--- src/ddsl_consts.vh ---
/*
 Constants for the dual DAC serial word loader: word fields, reference
 codes, reset values and frame counts.
 Assumes it is included by bare name from the loader sources.
*/
// Notes on behaviour
// - Frame select falling starts a frame; bits shift MSB first on shift-clock falls.
// - After 16 bits or frame select rising, word moves to its target latch.
// - Word is 16 bits: select hi, speed, power-down, select lo, twelve data bits.
// - Select 00 writes channel B and holding buffer; 01 writes holding buffer only.
// - Select 10 writes channel A and loads B from buffer; 11 writes control.
// - Control write uses only data bits 1 and 0 as reference selection.
// - Channel and buffer writes keep data bits 11 to 2, drop bits 1 and 0.
// - Twelve data bits are an unsigned code, 0x000 to 0xfff, divisor 0x1000.
// - Selected channel or buffer takes the word's data as its new value.
// - Reset clears both channel latches, holding buffer and control register.
// - Least significant bit is sampled on the 16th shift-clock fall of the frame.
// - Targets update on the 16th shift-clock rise without frame select rising.
// - Speed and power-down bits of each word drive speed and power control.
// - Reference bits: 00 external, 01 1.024 V, 10 2.048 V, 11 external.
// - Speed bit 1 selects fast settling, 0 slow settling.
// - Power-down bit 1 in any word puts the device in power-down.
`ifndef DDSL_CONSTS_VH
`define DDSL_CONSTS_VH

`define DDSL_WORD_BITS 16
`define DDSL_BIT_SEL_HI 15
`define DDSL_BIT_SPEED 14
`define DDSL_BIT_PDOWN 13
`define DDSL_BIT_SEL_LO 12
`define DDSL_DATA_MSB 11
`define DDSL_CODE_LSB 2
`define DDSL_VREF_HI 1
`define DDSL_VREF_LO 0

`define DDSL_SEL_B_BUF 2'b00
`define DDSL_SEL_BUF 2'b01
`define DDSL_SEL_A_UPD 2'b10
`define DDSL_SEL_CTRL 2'b11

`define DDSL_VREF_EXT0 2'b00
`define DDSL_VREF_1V024 2'b01
`define DDSL_VREF_2V048 2'b10
`define DDSL_VREF_EXT1 2'b11

`define DDSL_CODE_RESET 10'h000
`define DDSL_DATA_RESET 12'h000
`define DDSL_CTRL_RESET 2'h0
`define DDSL_FULL_SCALE 13'h1000
`define DDSL_BITS_LAST 5'h10

// AXI4-Lite register byte addresses
`define DDSL_ADDR_STATUS 4'h0
`define DDSL_ADDR_CHAN_A 4'h4
`define DDSL_ADDR_CHAN_B 4'h8
`define DDSL_ADDR_HOLD 4'hc
`define DDSL_CMD_RESET 32'h0000_0000

`endif

--- src/ddsl_loader.v ---
/*
 Serial word loader of a dual 10-bit DAC: frame select, shift clock and
 data pins are oversampled by mclk_i, words are decoded into the channel
 latches, holding buffer and control register, and an AXI4-Lite slave
 lets software read back the latched state.
 Assumes mclk_i is at least four times the shift clock rate.
*/
`timescale 1ns/1ps
`default_nettype none
`include "ddsl_consts.vh"
module ddsl_loader (
	input wire mclk_i,
	input wire rst_i,
	input wire frame_n_i,
	input wire shift_clk_i,
	input wire serial_data_i,
	input wire [3:0] s_axi_awaddr_i,
	input wire s_axi_awvalid_i,
	output reg s_axi_awready_o,
	input wire [31:0] s_axi_wdata_i,
	input wire [3:0] s_axi_wstrb_i,
	input wire s_axi_wvalid_i,
	output reg s_axi_wready_o,
	output reg [1:0] s_axi_bresp_o,
	output reg s_axi_bvalid_o,
	input wire s_axi_bready_i,
	input wire [3:0] s_axi_araddr_i,
	input wire s_axi_arvalid_i,
	output reg s_axi_arready_o,
	output reg [31:0] s_axi_rdata_o,
	output reg [1:0] s_axi_rresp_o,
	output reg s_axi_rvalid_o,
	input wire s_axi_rready_i,
	output reg [9:0] channel_a_out_o,
	output reg [9:0] channel_b_out_o,
	output reg speed_sel_o,
	output reg powerdown_sel_o,
	output reg vref_sel_hi_o,
	output reg vref_sel_lo_o,
	output reg word_done_o
);
	localparam ST_IDLE = 2'b00;
	localparam ST_SHIFT = 2'b01;
	localparam ST_WAIT = 2'b10;

	function [31:0] ddsl_read_mux;
		input [3:0] addr;
		input [9:0] code_a;
		input [9:0] code_b;
		input [9:0] code_h;
		input [31:0] status;
		begin
			case (addr)
			`DDSL_ADDR_STATUS: ddsl_read_mux = status;
			`DDSL_ADDR_CHAN_A: ddsl_read_mux = {22'h000000, code_a};
			`DDSL_ADDR_CHAN_B: ddsl_read_mux = {22'h000000, code_b};
			`DDSL_ADDR_HOLD: ddsl_read_mux = {22'h000000, code_h};
			default: ddsl_read_mux = 32'h0000_0000;
			endcase
		end
	endfunction

	function ddsl_addr_ok;
		input [3:0] addr;
		begin
			ddsl_addr_ok = (addr[1:0] == 2'b00);
		end
	endfunction

	////////////////////////////////////////////////////////////////////////
	// Pin synchronisers and edge detection

	wire [2:0] pins;
	reg frame_n_d;
	reg shift_clk_d;
	reg [1:0] state;
	reg [1:0] next_state;
	reg [15:0] shift_word;
	reg [4:0] bit_count;
	reg [9:0] hold_code;
	reg frame_err;
	reg [7:0] word_count;
	reg soft_clear;

	ddsl_sync #(
		.WIDTH(3)
	) u_sync (
		.mclk_i(mclk_i),
		.rst_i(rst_i),
		.async_i({frame_n_i, shift_clk_i, serial_data_i}),
		.sync_o(pins)
	);

	wire frame_n_s = pins[2];
	wire shift_clk_s = pins[1];
	wire data_s = pins[0];
	wire frame_fall = frame_n_d & ~frame_n_s;
	wire frame_rise = ~frame_n_d & frame_n_s;
	wire sclk_fall = shift_clk_d & ~shift_clk_s;
	wire sclk_rise = ~shift_clk_d & shift_clk_s;

	always @(posedge mclk_i or posedge rst_i) begin
		if (rst_i) begin
			// Match the synchroniser's reset level so no false frame fall follows reset
			frame_n_d <= 1'b0;
			shift_clk_d <= 1'b0;
		end else begin
			frame_n_d <= frame_n_s;
			shift_clk_d <= shift_clk_s;
		end
	end

	////////////////////////////////////////////////////////////////////////
	// Frame state machine

	wire full_word = (bit_count == `DDSL_BITS_LAST);
	wire commit_full = (state == ST_SHIFT) & full_word & sclk_rise;
	wire commit_short = (state == ST_SHIFT) & frame_rise & (bit_count != 5'h00);
	wire commit = commit_full | commit_short;

	always @* begin
		next_state = state;
		case (state)
		ST_IDLE: begin
			if (frame_fall) begin
				next_state = ST_SHIFT;
			end
		end
		ST_SHIFT: begin
			if (frame_rise) begin
				next_state = ST_IDLE;
			end else if (commit_full) begin
				next_state = ST_WAIT;
			end
		end
		ST_WAIT: begin
			if (frame_rise) begin
				next_state = ST_IDLE;
			end
		end
		default: next_state = ST_IDLE;
		endcase
	end

	always @(posedge mclk_i or posedge rst_i) begin
		if (rst_i) begin
			state <= ST_IDLE;
			shift_word <= 16'h0000;
			bit_count <= 5'h00;
		end else begin
			state <= next_state;
			if (state == ST_IDLE && frame_fall) begin
				bit_count <= 5'h00;
			end else if (state == ST_SHIFT && sclk_fall && !full_word) begin
				shift_word <= {shift_word[14:0], data_s};
				bit_count <= bit_count + 5'h01;
			end
		end
	end

	////////////////////////////////////////////////////////////////////////
	// Word decode into latches

	// Short frame: bits received so far are aligned as the word's top bits
	wire [15:0] word = full_word ? shift_word :
		(shift_word << (5'h10 - bit_count));
	wire [1:0] target = {word[`DDSL_BIT_SEL_HI], word[`DDSL_BIT_SEL_LO]};
	wire [11:0] data12 = word[`DDSL_DATA_MSB:0];
	wire [9:0] code10 = data12[`DDSL_DATA_MSB:`DDSL_CODE_LSB];

	always @(posedge mclk_i or posedge rst_i) begin
		if (rst_i) begin
			channel_a_out_o <= `DDSL_CODE_RESET;
			channel_b_out_o <= `DDSL_CODE_RESET;
			hold_code <= `DDSL_CODE_RESET;
			vref_sel_hi_o <= 1'b0;
			vref_sel_lo_o <= 1'b0;
			speed_sel_o <= 1'b0;
			powerdown_sel_o <= 1'b0;
			word_done_o <= 1'b0;
		end else begin
			word_done_o <= commit;
			if (commit) begin
				speed_sel_o <= word[`DDSL_BIT_SPEED];
				powerdown_sel_o <= word[`DDSL_BIT_PDOWN];
				case (target)
				`DDSL_SEL_B_BUF: begin
					channel_b_out_o <= code10;
					hold_code <= code10;
				end
				`DDSL_SEL_BUF: begin
					hold_code <= code10;
				end
				`DDSL_SEL_A_UPD: begin
					channel_a_out_o <= code10;
					channel_b_out_o <= hold_code;
				end
				`DDSL_SEL_CTRL: begin
					vref_sel_hi_o <= data12[`DDSL_VREF_HI];
					vref_sel_lo_o <= data12[`DDSL_VREF_LO];
				end
				default: begin
					hold_code <= hold_code;
				end
				endcase
			end
		end
	end

	// Short-frame flag and word counter for software
	always @(posedge mclk_i or posedge rst_i) begin
		if (rst_i) begin
			frame_err <= 1'b0;
			word_count <= 8'h00;
		end else begin
			if (commit_short) begin
				frame_err <= 1'b1;
			end else if (soft_clear) begin
				frame_err <= 1'b0;
			end
			if (commit) begin
				word_count <= word_count + 8'h01;
			end else if (soft_clear) begin
				word_count <= 8'h00;
			end
		end
	end

	////////////////////////////////////////////////////////////////////////
	// AXI4-Lite slave

	wire [31:0] status_word = {16'h0000, word_count, 1'b0, frame_err, state,
		speed_sel_o, powerdown_sel_o, vref_sel_hi_o, vref_sel_lo_o};
	reg aw_held;
	reg w_held;
	reg [3:0] aw_addr;
	reg [31:0] w_data;
	wire aw_take = s_axi_awvalid_i & s_axi_awready_o;
	wire w_take = s_axi_wvalid_i & s_axi_wready_o;
	wire [3:0] wr_addr = aw_take ? s_axi_awaddr_i : aw_addr;
	wire [31:0] wr_data = w_take ? s_axi_wdata_i : w_data;
	wire wr_go = (aw_held | aw_take) & (w_held | w_take) & ~s_axi_bvalid_o;

	always @(posedge mclk_i or posedge rst_i) begin
		if (rst_i) begin
			s_axi_awready_o <= 1'b1;
			s_axi_wready_o <= 1'b1;
			s_axi_bvalid_o <= 1'b0;
			s_axi_bresp_o <= 2'b00;
			aw_held <= 1'b0;
			w_held <= 1'b0;
			aw_addr <= 4'h0;
			w_data <= `DDSL_CMD_RESET;
			soft_clear <= 1'b0;
		end else begin
			soft_clear <= 1'b0;
			if (aw_take) begin
				aw_addr <= s_axi_awaddr_i;
			end
			if (w_take) begin
				w_data <= s_axi_wdata_i;
			end
			if (wr_go) begin
				aw_held <= 1'b0;
				w_held <= 1'b0;
				s_axi_awready_o <= 1'b0;
				s_axi_wready_o <= 1'b0;
				s_axi_bvalid_o <= 1'b1;
				if (wr_addr == `DDSL_ADDR_STATUS) begin
					s_axi_bresp_o <= 2'b00;
					soft_clear <= wr_data[0] & s_axi_wstrb_i[0];
				end else if (ddsl_addr_ok(wr_addr) && wr_addr <= `DDSL_ADDR_HOLD) begin
					s_axi_bresp_o <= 2'b00;
				end else begin
					s_axi_bresp_o <= 2'b10;
				end
			end else begin
				if (aw_take) begin
					aw_held <= 1'b1;
					s_axi_awready_o <= 1'b0;
				end
				if (w_take) begin
					w_held <= 1'b1;
					s_axi_wready_o <= 1'b0;
				end
			end
			if (s_axi_bvalid_o && s_axi_bready_i) begin
				s_axi_bvalid_o <= 1'b0;
				s_axi_awready_o <= 1'b1;
				s_axi_wready_o <= 1'b1;
			end
		end
	end

	always @(posedge mclk_i or posedge rst_i) begin
		if (rst_i) begin
			s_axi_arready_o <= 1'b1;
			s_axi_rvalid_o <= 1'b0;
			s_axi_rdata_o <= 32'h0000_0000;
			s_axi_rresp_o <= 2'b00;
		end else begin
			if (s_axi_arvalid_i && s_axi_arready_o) begin
				s_axi_arready_o <= 1'b0;
				s_axi_rvalid_o <= 1'b1;
				s_axi_rdata_o <= ddsl_read_mux(s_axi_araddr_i, channel_a_out_o,
					channel_b_out_o, hold_code, status_word);
				s_axi_rresp_o <= ddsl_addr_ok(s_axi_araddr_i) ? 2'b00 : 2'b10;
			end else if (s_axi_rvalid_o && s_axi_rready_i) begin
				s_axi_rvalid_o <= 1'b0;
				s_axi_arready_o <= 1'b1;
			end
		end
	end
endmodule
`default_nettype wire

--- src/ddsl_sync.v ---
/*
 Two-stage synchroniser for a vector of slow pin levels.
 Assumes the inputs are asynchronous to mclk_i.
*/
`timescale 1ns/1ps
`default_nettype none
module ddsl_sync #(
	parameter WIDTH = 3
) (
	input wire mclk_i,
	input wire rst_i,
	input wire [WIDTH-1:0] async_i,
	output reg [WIDTH-1:0] sync_o
);
	reg [WIDTH-1:0] stage;

	always @(posedge mclk_i or posedge rst_i) begin
		if (rst_i) begin
			stage <= {WIDTH{1'b0}};
			sync_o <= {WIDTH{1'b0}};
		end else begin
			stage <= async_i;
			sync_o <= stage;
		end
	end
endmodule
`default_nettype wire

--- config.mk ---
export PLATFORM = sky130hd
export DESIGN_NAME = ddsl_loader
export DESIGN_NICKNAME = d
export VERILOG_FILES = /design/src/ddsl_loader.v /design/src/ddsl_sync.v
export VERILOG_INCLUDE_DIRS = /design/src
export SDC_FILE = /design/constraint.sdc
export NUM_CORES = 1
export LEC_CHECK = 0
export BUFFER_PORTS_ARGS = -buffer_cell sky130_fd_sc_hd__buf_2
export CORE_UTILIZATION = 35
export CTS_BUF_LIST = sky130_fd_sc_hd__clkbuf_16
export DETAILED_ROUTE_END_ITERATION = 16
export GPL_ROUTABILITY_DRIVEN = 0
export PLACE_DENSITY = 0.59
export SYNTH_ARGS = -nofsm -noshare
export SYNTH_HDL_FRONTEND = slang
export SYNTH_HIERARCHICAL = 1
export SYNTH_SLANG_ARGS = --single-unit
export TNS_END_PERCENT = 1
--- constraint.sdc ---
create_clock -name mclk_i -period 3.9 [get_ports mclk_i]
set_clock_uncertainty 0.05 [all_clocks]
set_input_delay 0 -clock mclk_i [delete_from_list [all_inputs] [get_ports mclk_i]]
set_output_delay 0 -clock mclk_i [all_outputs]
set_load 0.05 [all_outputs]
==> results_dict.tcl <==
set metrics [dict create \
    post_cts_buffers 0 \
    grt_pass1_vias 3923 \
    io_pins 120 \
    antennaDiodeCount 0 \
    num_rows 45 \
    drt-pass1-iter-count 5 \
    ys.warnings.count 6 \
    arrival_ns 3.79 \
    tritoncts "built" \
    clk_pin_slew_worst_paths_ns 0.07 \
    fin_util_pct 42.9 \
    synth.most_common_cell "dfrtp_1" \
    vias 4039 \
    cts-root-buf "clkbuf_16" \
    synth_top_area_share_pct 46.8 \
    required_ns 4.09 \
    drtAntennaViolNets 0 \
    via_per_inst 5.07 \
    place_area_sq_um 5960 \
    final_cell_area_sq_um 6540 \
    clock.fmax_mhz 278 \
    reg2reg_slack_ns 0.30 \
    r2r_cells 11 \
    slew_headroom_pct 38.6 \
    period_minus_slack_ns 3.60 \
    synth_area_leaders "dfrtp_1 47%, mux2i_1 5.1%, mux2_2 4.7%, nand2_1 4.2%, o21ai_0 3.3%" \
    crit_family "simple AND/OR/NAND/NOR gates" \
    finalCritPeriodShare_pct 92.3 \
    p_leak_nw 3.16 \
    hold_path.class "primary input to async pin" \
    die_x_microns 127 \
    setup_viol 0 \
    cp_slowest_stage_delay_ns 0.48 \
    ys_types 61 \
    rsz0062_at_grt "false" \
    avgRoutedWirePerCell_microns 15.4 \
    fin_tns_setup_ns 0 \
    cellPowerDensity_nw_per_um2 592 \
    synth-seq-cells 106 \
    syn_avg_cell_area_sq_um 11.0 \
    grt_usage_pct 16.0 \
    synth_edf_count 0 \
    r2r_start "bit_count[1]" \
    die_area_sq_um 16200 \
    die_y_microns 127 \
    crit_path_cell_trace "inv_1 -> ha_1 -> nand2b_1 -> nor2_1 -> ha_1 -> nand2_1 -> or3_1 -> o21a_1 -> a2111o_1 -> or2_1 -> mux2_4" \
    ir_drop_uv 257 \
    power_w 0.00387 \
    drive_gt1_share_pct 25.3 \
    syn_inst 499 \
    synth_top_cell_by_area "dfrtp_1" \
    max_cap_violations 0 \
    core_area_sq_um 15300 \
    critPathLaunchType "register" \
    finalMaxSlewViolations 0 \
    final_nets 639 \
    tightest_slew_ns 0.921 \
    reg2reg_to "channel_a_out_o[6]" \
    grt_pass1_wl_mm 20.4 \
    outcome "finished clean" \
    async_flop_share_pct 100 \
    wl_mm 12.3 \
    ys_seq_area_share_pct 48.2 \
    synthTopCellsByCount "103 x dfrtp_1, 62 x nand2_1, 36 x o21ai_0" \
    numCtsBuffers 9 \
    critical_path_class "register to register" \
    slowest_stage "dfrtp_1" \
    cp_max_fo 13 \
    worst_path_most_repeated_cell "ha_1" \
    crit_path_end_kind "register" \
    finalHoldViolations 0 \
    clock_latency_ns 0.35 \
    area_growth_syn_to_layout_pct 18.8 \
    grt.overflow.total 0 \
    synth_ff_type "dfrtp_1" \
    grt_max_degree 76 \
    clkSinkCount 106 \
    dp_hpwl_mm 8.76 \
    drt_iter0_drc 266 \
    start_util_pct 36.1 \
    grt_antenna_before_repair 0 \
    remaining_drc_errors 0 \
    htreeDepth 3 \
    port_buffers 67 \
    clockBufferDepth 2 \
    syn_area_sq_um 5510 \
    cp_num_buf_inv 1 \
]
## how the worst max path moves through the flow
| stage | start | cells past startpoint | end | slack, ns |
|---|---|---|---|---|
| 4_1_cts | bit_count[1] | 11 | channel_a_out_o[6] | 0.24 |
| 6_report | bit_count[1] | 11 | channel_a_out_o[6] | 0.30 |
| 3_3_place_gp | bit_count[1] | 11 | channel_a_out_o[8] | 0.33 |
| 2_1_floorplan | bit_count[0] | 14 | channel_a_out_o[0] | 0.58 |
| 5_1_grt | bit_count[1] | 11 | channel_a_out_o[9] | 0.06 |
| 3_5_place_dp | bit_count[1] | 11 | channel_a_out_o[4] | 0.26 |
## per-stage QoR
step | cells | worst slack (ns) | hold WS, ns
5_1_grt | 796 | 0.0639 | 0.114
4_1_cts | 796 | 0.242 | 0.0734
3_5_place_dp | 759 | 0.264 | -0.0899
3_3_place_gp | 759 | 0.333 | -0.101
2_1_floorplan | 516 | 0.575 | -0.259
6_report | 796 | 0.301 | 0.0776
## logic make-up after synthesis
kind of cell	count (synthesis)	share of synthesized area [%]
and+or+nand+nor	134	11.4
adders and majority gates	5	1.14
DFF	106	48.2
muxes	79	17.8
other	1	0.0681
AOI/OAI and AO/OA	113	14.0
xor gates and xnor gates	7	1.39
buffers and inverters	54	6.07
## worst register-to-register path, cell delays in order (launching register included)
cell and delay [ns]:
dfrtp_1 0.48, inv_1 0.12, ha_1 0.28, nand2b_1 0.12, nor2_1 0.17, ha_1 0.22, nand2_1 0.06, or3_1 0.36
o21a_1 0.30, a2111o_1 0.46, or2_1 0.48, mux2_4 0.40
## per-layer routing
| layer | global-route usage (%) | wire length (microns) |
|---|---|---|
| met1 | 21.3 | 5640 |
| met2 | 26.1 | 5880 |
| met3 | 3.02 | 541 |
| met4 | 5.74 | 201 |
| met5 | 0 | 0 |
## area by class of cell
class,count,area [sq um]
well taps,211,264
fillers,1427,8720
flip-flops and latches,106,2660
repair buffers,97,613
clock buffers,9,225
inverters,10,40.0
clock inverters,7,148
multi-input cells,356,2600
## registers in the layout, summed over array words and instances (netlist names), 2 cells and up
| register | flops |
|---|---|
| word_count | 8 |
| u_sync/sync_o | 3 |
| u_sync/stage | 3 |
| channel_a_out_o | 10 |
| state | 2 |
| s_axi_rdata_o | 16 |
| channel_b_out_o | 10 |
| hold_code | 10 |
| aw_addr | 4 |
| shift_word | 16 |
| bit_count | 5 |
## layout by cell type, fill, tap and decap left out, types with 3 or more instances in the layout
master / Yosys / layout
a221o_1: 3 / 3
mux2_1: 10 / 10
and2_1: 3 / 3
o21ai_1: 12 / 11
ha_1: 5 / 5
mux2_2: 23 / 23
inv_1: 10 / 9
nand4_1: 4 / 4
clkbuf_16: 0 / 9
and3_1: 4 / 4
conb_1: 1 / 18
o31ai_1: 4 / 4
a221oi_1: 10 / 10
nand2_1: 62 / 62
a21o_1: 3 / 3
mux2_4: 11 / 11
buf_4: 21 / 9
bufinv_16: 0 / 4
o21ai_0: 36 / 36
a22o_1: 14 / 14
a21oi_1: 10 / 10
nand2b_1: 9 / 9
nor3_1: 5 / 5
dfrtp_1: 103 / 103
mux4_2: 6 / 6
mux2i_1: 28 / 28
xor2_1: 3 / 3
dfstp_2: 3 / 3
a31oi_1: 4 / 4
buf_2: 5 / 67
dlygate4sd3_1: 0 / 21
nor2_1: 28 / 28
nand3_1: 3 / 3
## power breakdown
group | switching, W | internal (W)
combinational | 0.000839 | 0.000498
clock | 0.000417 | 0.000699
sequential | 0.000172 | 0.00125
total | 0.00143 | 0.00244
## repair_timing
item / CTS / global route
hold buffers: 21 / 0
setup endpoints to repair: 0 / 10
resized for setup: 0 / 1
endpoints found under the hold margin: 96 / 0
(Power assumes the default switching activity.)
